$ cat src/logic/clock_synth_defs.vh
`ifndef CLOCK_SYNTH_DEFS_VH
`define CLOCK_SYNTH_DEFS_VH
// register indices behind the sequencer data port
`define IDX_MEM_LOW 8'h10
`define IDX_MEM_HIGH 8'h11
`define IDX_DOT_LOW 8'h12
`define IDX_DOT_HIGH 8'h13
`define IDX_CTRL_ONE 8'h14
`define IDX_CTRL_TWO 8'h15
`define IDX_TEST_HIGH 8'h16
`define IDX_TEST_LOW 8'h17
// power-on parameter values for a 45 MHz memory clock
`define MEM_LOW_RESET 8'h4A
`define MEM_HIGH_RESET 8'h2C
// the same power-on values split into the loaded fields
`define MEM_N_RESET 5'h0A
`define MEM_R_RESET 2'h2
`define MEM_M_RESET 7'h2C
`define CTRL_RESET 8'h00
// control one fields
`define C1_DOT_PD 0
`define C1_MEM_PD 1
`define C1_CNT_EN 2
`define C1_MEM_TEST 3
`define C1_CNT_CLR 4
`define C1_LBE_TRI 5
`define C1_EXT_MEM 6
`define C1_EXT_DOT 7
// control two fields
`define C2_MEM_LOAD 0
`define C2_DOT_LOAD 1
`define C2_MEM_OUT 2
`define C2_DOT_OUT 3
`define C2_HALVE 4
`define C2_NOW_LOAD 5
`define C2_INVERT 6
`define C2_TWO_CYC 7
// clock-select code choosing the enhanced pair
`define CLK_SEL_ENH 2'h3
`endif

$ cat src/logic/clock_synth_control.v
`timescale 1ns/10ps
`include "clock_synth_defs.vh"
module clock_synth_control
#(
	parameter CNT_W = 8
)
(
	input wire clk_in,
	input wire reset_in,
	input wire [7:0] index_in,
	input wire [7:0] wdata_in,
	input wire write_in,
	input wire read_in,
	input wire [1:0] clock_select_in,
	input wire [7:0] std_dot_low_in,
	input wire [7:0] std_dot_high_in,
	input wire pin_select_in,
	input wire misc_two_cycle_in,
	input wire test_mem_clk_in,
	input wire test_dot_clk_in,
	output reg [7:0] rdata_out,
	output reg [4:0] mem_n_out,
	output reg [1:0] mem_r_out,
	output reg [6:0] mem_m_out,
	output reg [5:0] dot_n_out,
	output reg [1:0] dot_r_out,
	output reg [7:0] dot_m_out,
	output reg mem_load_out,
	output reg dot_load_out,
	output reg dot_pll_powerdown_out,
	output reg mem_pll_powerdown_out,
	output reg local_bus_enable_oe_out,
	output reg external_mem_clk_select_out,
	output reg external_dot_clk_select_out,
	output reg mem_clk_pin_output_out,
	output reg dot_clk_pin_output_out,
	output reg dot_clk_halve_out,
	output reg dot_clk_invert_out,
	output reg two_cycle_mem_write_out,
	output reg linear_bypass_out
);

////////////////////////////////////////////////////////////////////////
// input synchronisers for the test clocks

wire [1:0] tck_pin;
wire [1:0] tck_rise;

assign tck_pin = {test_mem_clk_in, test_dot_clk_in};

genvar g;

generate
	for (g = 0; g < 2; g = g + 1)
	begin : g_tck
		reg [2:0] stage_r;

		always @(posedge clk_in or posedge reset_in)
		begin
			if (reset_in)
				stage_r <= 3'h0;
			else
				stage_r <= {stage_r[1:0], tck_pin[g]};
		end

		// rising edge taken behind the second flop
		assign tck_rise[g] = stage_r[1] && !stage_r[2];
	end
endgenerate

////////////////////////////////////////////////////////////////////////
// registers

reg [7:0] mem_low_r;
reg [7:0] mem_high_r;
reg [7:0] dot_low_r;
reg [7:0] dot_high_r;
reg [7:0] ctrl_one_r;
reg [7:0] ctrl_two_r;
reg [CNT_W-1:0] test_cnt_r;
reg [CNT_W-1:0] test_cnt_nxt;

function is_idx;
	input [7:0] a;
	input [7:0] b;
	begin
		is_idx = (a == b);
	end
endfunction

wire wr_c1 = write_in && is_idx(index_in, `IDX_CTRL_ONE);
wire wr_c2 = write_in && is_idx(index_in, `IDX_CTRL_TWO);

always @(posedge clk_in or posedge reset_in)
begin
	if (reset_in)
	begin
		mem_low_r <= `MEM_LOW_RESET;
		mem_high_r <= `MEM_HIGH_RESET;
		dot_low_r <= 8'h00;
		dot_high_r <= 8'h00;
		ctrl_one_r <= `CTRL_RESET;
		ctrl_two_r <= `CTRL_RESET;
	end
	else if (write_in)
	begin
		if (is_idx(index_in, `IDX_MEM_LOW))
			mem_low_r <= {1'b0, wdata_in[6:0]};
		else if (is_idx(index_in, `IDX_MEM_HIGH))
			mem_high_r <= {1'b0, wdata_in[6:0]};
		else if (is_idx(index_in, `IDX_DOT_LOW))
			dot_low_r <= wdata_in;
		else if (is_idx(index_in, `IDX_DOT_HIGH))
			dot_high_r <= wdata_in;
		else if (wr_c1)
			ctrl_one_r <= {wdata_in[7:5], 1'b0, wdata_in[3:0]};
		else if (wr_c2)
			ctrl_two_r <= wdata_in;
	end
end

////////////////////////////////////////////////////////////////////////
// test counter, shared by both test clocks

always @*
begin
	test_cnt_nxt = test_cnt_r;
	if (wr_c1 && wdata_in[`C1_CNT_CLR])
		test_cnt_nxt = {CNT_W{1'b0}};
	else if (ctrl_one_r[`C1_CNT_EN])
	begin
		if (ctrl_one_r[`C1_MEM_TEST])
		begin
			if (tck_rise[1])
				test_cnt_nxt = test_cnt_r + 1'b1;
		end
		else if (tck_rise[0])
			test_cnt_nxt = test_cnt_r + 1'b1;
	end
end

always @(posedge clk_in or posedge reset_in)
begin
	if (reset_in)
		test_cnt_r <= {CNT_W{1'b0}};
	else
		test_cnt_r <= test_cnt_nxt;
end

////////////////////////////////////////////////////////////////////////
// load sequencing and outputs

wire now_fall = wr_c2 && ctrl_two_r[`C2_NOW_LOAD] &&
	!wdata_in[`C2_NOW_LOAD];
wire now_rise = wr_c2 && !ctrl_two_r[`C2_NOW_LOAD] &&
	wdata_in[`C2_NOW_LOAD];
wire enh_src = (clock_select_in == `CLK_SEL_ENH);
wire [7:0] dot_low_src = enh_src ? dot_low_r : std_dot_low_in;
wire [7:0] dot_high_src = enh_src ? dot_high_r : std_dot_high_in;
wire mem_ld = ctrl_two_r[`C2_MEM_LOAD] || now_rise || now_fall;
wire dot_ld = ctrl_two_r[`C2_DOT_LOAD] || now_rise || now_fall;

reg [7:0] rdata_nxt;

always @*
begin
	if (is_idx(index_in, `IDX_MEM_LOW))
		rdata_nxt = mem_low_r;
	else if (is_idx(index_in, `IDX_MEM_HIGH))
		rdata_nxt = mem_high_r;
	else if (is_idx(index_in, `IDX_DOT_LOW))
		rdata_nxt = dot_low_r;
	else if (is_idx(index_in, `IDX_DOT_HIGH))
		rdata_nxt = dot_high_r;
	else if (is_idx(index_in, `IDX_CTRL_ONE))
		rdata_nxt = ctrl_one_r;
	else if (is_idx(index_in, `IDX_CTRL_TWO))
		rdata_nxt = ctrl_two_r;
	else if (is_idx(index_in, `IDX_TEST_LOW))
		rdata_nxt = test_cnt_r[7:0];
	else
		rdata_nxt = 8'h00;
end

////////////////////////////////////////////////////////////////////////
// read data, valid for the cycle after the read strobe

always @(posedge clk_in or posedge reset_in)
begin
	if (reset_in)
		rdata_out <= 8'h00;
	else if (read_in)
		rdata_out <= rdata_nxt;
	else
		rdata_out <= 8'h00;
end

////////////////////////////////////////////////////////////////////////
// load strobes towards the PLLs

always @(posedge clk_in or posedge reset_in)
begin
	if (reset_in)
		mem_load_out <= 1'b0;
	else
		mem_load_out <= mem_ld;
end

always @(posedge clk_in or posedge reset_in)
begin
	if (reset_in)
		dot_load_out <= 1'b0;
	else
		dot_load_out <= dot_ld;
end

////////////////////////////////////////////////////////////////////////
// memory clock parameters, held between loads

always @(posedge clk_in or posedge reset_in)
begin
	if (reset_in)
		mem_n_out <= `MEM_N_RESET;
	else if (mem_ld)
		mem_n_out <= mem_low_r[4:0];
end

always @(posedge clk_in or posedge reset_in)
begin
	if (reset_in)
		mem_r_out <= `MEM_R_RESET;
	else if (mem_ld)
		mem_r_out <= mem_low_r[6:5];
end

always @(posedge clk_in or posedge reset_in)
begin
	if (reset_in)
		mem_m_out <= `MEM_M_RESET;
	else if (mem_ld)
		mem_m_out <= mem_high_r[6:0];
end

////////////////////////////////////////////////////////////////////////
// dot clock parameters from the selected source

always @(posedge clk_in or posedge reset_in)
begin
	if (reset_in)
		dot_n_out <= 6'h00;
	else if (dot_ld)
		dot_n_out <= dot_low_src[5:0];
end

always @(posedge clk_in or posedge reset_in)
begin
	if (reset_in)
		dot_r_out <= 2'h0;
	else if (dot_ld)
		dot_r_out <= dot_low_src[7:6];
end

always @(posedge clk_in or posedge reset_in)
begin
	if (reset_in)
		dot_m_out <= 8'h00;
	else if (dot_ld)
		dot_m_out <= dot_high_src;
end

////////////////////////////////////////////////////////////////////////
// control one outputs

always @(posedge clk_in or posedge reset_in)
begin
	if (reset_in)
		dot_pll_powerdown_out <= 1'b0;
	else
		dot_pll_powerdown_out <= ctrl_one_r[`C1_DOT_PD];
end

always @(posedge clk_in or posedge reset_in)
begin
	if (reset_in)
		mem_pll_powerdown_out <= 1'b0;
	else
		mem_pll_powerdown_out <= ctrl_one_r[`C1_MEM_PD];
end

always @(posedge clk_in or posedge reset_in)
begin
	if (reset_in)
		local_bus_enable_oe_out <= 1'b1;
	else
		local_bus_enable_oe_out <= !ctrl_one_r[`C1_LBE_TRI];
end

always @(posedge clk_in or posedge reset_in)
begin
	if (reset_in)
		external_mem_clk_select_out <= 1'b0;
	else
		external_mem_clk_select_out <= ctrl_one_r[`C1_EXT_MEM];
end

always @(posedge clk_in or posedge reset_in)
begin
	if (reset_in)
		external_dot_clk_select_out <= 1'b0;
	else
		external_dot_clk_select_out <= ctrl_one_r[`C1_EXT_DOT];
end

////////////////////////////////////////////////////////////////////////
// control two outputs

always @(posedge clk_in or posedge reset_in)
begin
	if (reset_in)
		mem_clk_pin_output_out <= 1'b0;
	else
		mem_clk_pin_output_out <= ctrl_two_r[`C2_MEM_OUT] &&
			pin_select_in;
end

always @(posedge clk_in or posedge reset_in)
begin
	if (reset_in)
		dot_clk_pin_output_out <= 1'b0;
	else
		dot_clk_pin_output_out <= ctrl_two_r[`C2_DOT_OUT];
end

always @(posedge clk_in or posedge reset_in)
begin
	if (reset_in)
		dot_clk_halve_out <= 1'b0;
	else
		dot_clk_halve_out <= ctrl_two_r[`C2_HALVE];
end

always @(posedge clk_in or posedge reset_in)
begin
	if (reset_in)
		dot_clk_invert_out <= 1'b0;
	else
		dot_clk_invert_out <= ctrl_two_r[`C2_INVERT];
end

always @(posedge clk_in or posedge reset_in)
begin
	if (reset_in)
		two_cycle_mem_write_out <= 1'b0;
	else
		two_cycle_mem_write_out <= ctrl_two_r[`C2_TWO_CYC];
end

always @(posedge clk_in or posedge reset_in)
begin
	if (reset_in)
		linear_bypass_out <= 1'b0;
	else
		linear_bypass_out <= ctrl_two_r[`C2_TWO_CYC] &&
			misc_two_cycle_in;
end

endmodule

$ cat config.mk
export PLATFORM = sky130hd
export DESIGN_NAME = clock_synth_control
export DESIGN_NICKNAME = d
export VERILOG_FILES = /design/src/logic/clock_synth_control.v
export VERILOG_INCLUDE_DIRS = /design/src /design/src/logic
export SDC_FILE = /design/constraint.sdc
export NUM_CORES = 1
export LEC_CHECK = 0
export BUFFER_PORTS_ARGS = -buffer_cell sky130_fd_sc_hd__buf_2
export CAP_MARGIN = 20
export CORE_MARGIN = 4
export CORE_UTILIZATION = 59
export DETAILED_ROUTE_END_ITERATION = 10
export PLACE_DENSITY = 0.84
export RECOVER_POWER = 25
export SYNTH_ARGS = -nofsm -noshare
export SYNTH_HDL_FRONTEND = slang
export SYNTH_SLANG_ARGS = --single-unit
$ cat constraint.sdc
create_clock -name clk_in -period 6.55 [get_ports clk_in]
set_input_delay 0 -clock clk_in [delete_from_list [all_inputs] [get_ports clk_in]]
set_output_delay 0 -clock clk_in [all_outputs]
set_load 0.02 [all_outputs]
-- Word level (Yosys, flattened, before mapping)
Cells that the tools add are included.
- add/sub/neg operators: 1
- muxes and demuxes: 15
- reductions and logical operators: 29
- bitwise operators: 5
- equal/unequal tests: 9
- operators with widths (kind ; number):
    two-way mux 8 bit ; 15
    == test 8 x 5 -> 1 bit (second input constant) ; 7
    logical AND 1 bit ; 11
    adder 8 x 1 -> 8 bit (second input constant) ; 1
    AND reduction 7 bit ; 1
    AND reduction 3 bit ; 2
    AND reduction 6 bit ; 1
    zero test 1 bit ; 5
    NOT 1 bit ; 5
    AND reduction 5 bit ; 1
    logical OR 1 bit ; 4
    AND reduction 4 bit ; 1
    != test 3 x 2 -> 1 bit (second input constant) ; 1
    nonzero test 3 bit ; 1
    == test 2 bit (second input constant) ; 1
    AND reduction 2 bit ; 1
    nonzero test 2 bit ; 1
- bits in registers: 110
- input bits: 42
- logic and storage cells: 88

-- Logic depth before layout (Yosys ltp)
- depth after elaboration: 9
- mapped depth: 6
- mapped depth without buffers: 5

-- Worst setup path after synthesis
OpenSTA, ideal clock, no wires.
- path kind: register -> register
- start: reg ctrl_two_r[5]
- end: reg mem_m_out[0]
- setup slack: 4852 ps
- buffers on the path: 1
- cell stages (with the launch flop): 6
- period minus slack after synthesis: 1698 ps
- setup time: 125 ps
- arrival: 1573 ps
- required time: 6425 ps
- cell sequence: dfrtp_1 > xnor2_1 > nor2_1 > a21oi_1 > buf_2 > mux2_2
- longest elaborated chain between the ends: 5
- elaborated cells on any way between the ends: 7
- those cells by class: reduce/logical (7)
- RTL lines (element ; line ; source):
    from (decl) ; clock_synth_control.v:79 ; reg [7:0] ctrl_two_r;
    from (signal assigned) ; clock_synth_control.v:103 ; ctrl_two_r <= `CTRL_RESET;
    from (signal assigned) ; clock_synth_control.v:118 ; ctrl_two_r <= wdata_in;
    zero test 1 bit ; clock_synth_control.v:155 ; wire now_rise = wr_c2 && !ctrl_two_r[`C2_NOW_LOAD] &&
    logical AND 1 bit (2 in series) ; clock_synth_control.v:155 ;
    logical OR 1 bit ; clock_synth_control.v:160 ; wire mem_ld = ctrl_two_r[`C2_MEM_LOAD] || now_rise || now_fall;
    logical OR 1 bit (*) ; clock_synth_control.v:160 ;
    to (signal assigned) ; clock_synth_control.v:239 ; mem_m_out <= `MEM_M_RESET;
    to (signal assigned) ; clock_synth_control.v:241 ; mem_m_out <= mem_high_r[6:0];
    to (decl) ; clock_synth_control.v:24 ; output reg [6:0] mem_m_out,
Every way passes the cells marked *; elsewhere a longest branch is shown, timed or not.
A chain may end at the register's enable or synchronous reset.

==> impl_metrics.toml <==
[global_route]
track_usage_pct = 25.27
first_global_vias = 3705
grt_max_degree = 58
gr-total-overflow = 0
antenna_found_initial = 0
grt_pass1_wl_um = 19130

[cts]
ctsRootBufferMaster = "clkbuf_8"
hold_buffers = 30
ctsResizeCount = 0
h-tree-depth = 3
clkSlewWorstSetupHoldPaths_ps = 100
cts_tree = "built"
cts_setup_buffers = 0
cts_sinks = 110
cts_max_path_buffers = 2
worstSkewPairLatency_ps = 380
numCtsBuffers = 9

[die]
initial_core_util_pct = 61.09
die_y_um = 97.91
die_area_um2 = 9586
placementRows = 32
fp.dieW_um = 97.91
io-pin-count = 93
core_um2 = 7807

[status]
violations = "capacitance limit, slew limit"
status = "complete, but fails checks"

[timing]
rsz0062_at_grt = "no"
tns_ps = 0
final_hold_viol_count = 0
slew-limit-headroom_pct = -53.56
fin_crit_ps = 2299
post-route-period-util_pct = 35.10
skew_ps = 9.514
fmax_ghz = 0.4350
finalSetupViolCount = 0
drv_slew = 55
worst_pin_slew_ps = 2291

[critical_path]
worstSetupPathType = "in2async"
crit_arrival_ps = 2750
worstSetupStartpointType = "input pin"
critical_path.max_fanout = 57
crit_path_end_kind = "async pin"
reg2reg_slack_ps = 4760
r2r_cells = 4
worstPathRequired_ps = 7000

[route]
top_layer = "met4"
drt-wirelength-per-cell_um = 19.50
wl_met2_um = 5863
via_per_inst = 5.862
drt_iter0_markers = 298
routed_wl_um = 11570
antenna_left = 0
drc_errors = 0
wl_met1_um = 4606
wl_met3_um = 783
dr.pass1.iters = 5
num_vias = 3476

[power]
ir_drop_uv = 165.9
p_per_area_nw_per_um2 = 273.7
leakage_nw = 3.013

[synth]
yosysWarnings = 0
synth-xor-area-share_pct = 1.102
synthMuxAreaShare_pct = 20.28
synthArstFlopShare_pct = 100.0
syn-cell-area_um2 = 4770
synthSimpleGateAreaFrac_pct = 10.20
synth.avg_cell_area_um2 = 13.03
netlist_instances = 366
yosysSeqAreaShare_pct = 58.05
synthFlopType = "dfrtp_1"
synth_edf_count = 0
yosys.area_share.adder_pct = 0.2623
synth_cell_type_count = 47
synth-compound-area-share_pct = 7.345
synth_top_family_by_area = "multiplexers"
synth_fp_nets = 409
ys_ff_latch = 110

[placed_design]
dpl.hpwl_um = 7817
gp_congestion = 0.9734
port_buffers = 92

[worst_hold_path]
min_path_cells = 3
holdCritPathClass = "in2reg"

[layout]
drive_above_1_share_pct = 38.70
final_nets = 529
area_growth_pct = 22.30
antennaDiodeCount = 0
layout_commonest_cell = "dfrtp_1"
final.fill_count = 500
mostFrequentLayoutCells = "97 x dfrtp_1, 92 x buf_2, 51 x mux2_2"
fin_util_pct = 74.71

[job]
max_cap_viol_count = 1
==> cell type report <==
class	count	area [µm²]	share of cell area [%]
sequential	110	2769	47.47
timing repair buffer	125	790.8	13.56
inverter	13	50.05	0.8580
clock inverter	7	102.6	1.759
multi-input combinational	227	1869	32.05
clock buffer	9	123.9	2.124
tap	102	127.6	2.188
==> through the flow <==
step / area [µm²] / hold WS (ps) / instances / worst slack (ps) / power (mW)
2_1_floorplan: 4770 / 31.43 / 366 / 3669 / 1.020
3_3_place_gp: 5293 / 107.8 / 546 / 4614 / 1.120
3_5_place_dp: 5293 / 109.3 / 546 / 4486 / 1.135
4_1_cts: 5819 / 104.2 / 592 / 4570 / 1.601
5_1_grt: 5833 / 133.6 / 593 / 3773 / 1.668
6_report: 5833 / 125.9 / 593 / 4251 / 1.597
==> power by group <==
part / internal (mW) / switching [mW]
registers: 0.762 / 0.0652
logic: 0.130 / 0.183
clock network: 0.220 / 0.237
total: 1.11 / 0.484
==> kinds of logic after synthesis <==
family / count (synthesis)
AOI/OAI and AO/OA: 53
xor gates and xnor gates: 6
adders and majority gates: 1
buffers and inverters: 29
DFF: 110
muxes: 84
and+or+nand+nor: 83
==> worst paths after layout <==
check                               startpoint                   to
max                                   reset_in        ctrl_one_r[2]
min                                index_in[2]         rdata_out[4]
max reg2reg                      ctrl_one_r[3]        test_cnt_r[6]
min reg2reg                g_tck[1].stage_r[0]  g_tck[1].stage_r[1]
max in group clk_in              ctrl_one_r[3]        test_cnt_r[6]
min in group asynchronous             reset_in         dot_n_out[0]
==> layer usage <==
layer | vias to the layer above | GRT usage [%]
met5 | - | 0
met4 | 0 | 10.22
met3 | 26 | 5.857
met2 | 160 | 41.52
met1 | 1754 | 32.59
li1 | 1536 | -
==> flip-flops by register name, indices dropped and copies added, names as in the netlist, 2 cells and up <==
signal / cells
ctrl_one_r: 7
ctrl_two_r: 8
dot_high_r: 8
dot_low_r: 8
dot_m_out: 8
dot_n_out: 6
dot_r_out: 2
g_tck.stage_r: 6
mem_high_r: 7
mem_low_r: 7
mem_m_out: 7
mem_n_out: 5
mem_r_out: 2
rdata_out: 8
test_cnt_r: 8
==> cells in the mapped netlist (4+ instances only) <==
library cell	instances	area, µm²
nand2_1	25	93.84
a21oi_1	9	45.04
nand2b_1	10	62.56
nor2_1	9	33.78
nand3_1	4	20.02
mux2_4	7	105.1
xnor2_1	6	52.55
o21ai_0	8	40.04
mux2_2	51	574.3
nor2b_1	11	68.82
o22ai_1	10	62.56
dfstp_2	13	341.6
o211a_1	5	50.05
a32o_1	5	50.05
o21ai_1	9	45.04
dfrtp_1	97	2427
inv_1	13	48.80
mux2i_1	22	220.2
clkbuf_1	9	33.78
==> worst max-delay path, cell delays in order <==
cell and delay, ps:
dlygate4sd3_1 520, buf_2 120, clkinvlp_2 1280, buf_4 760
(Power assumes the default switching activity.)
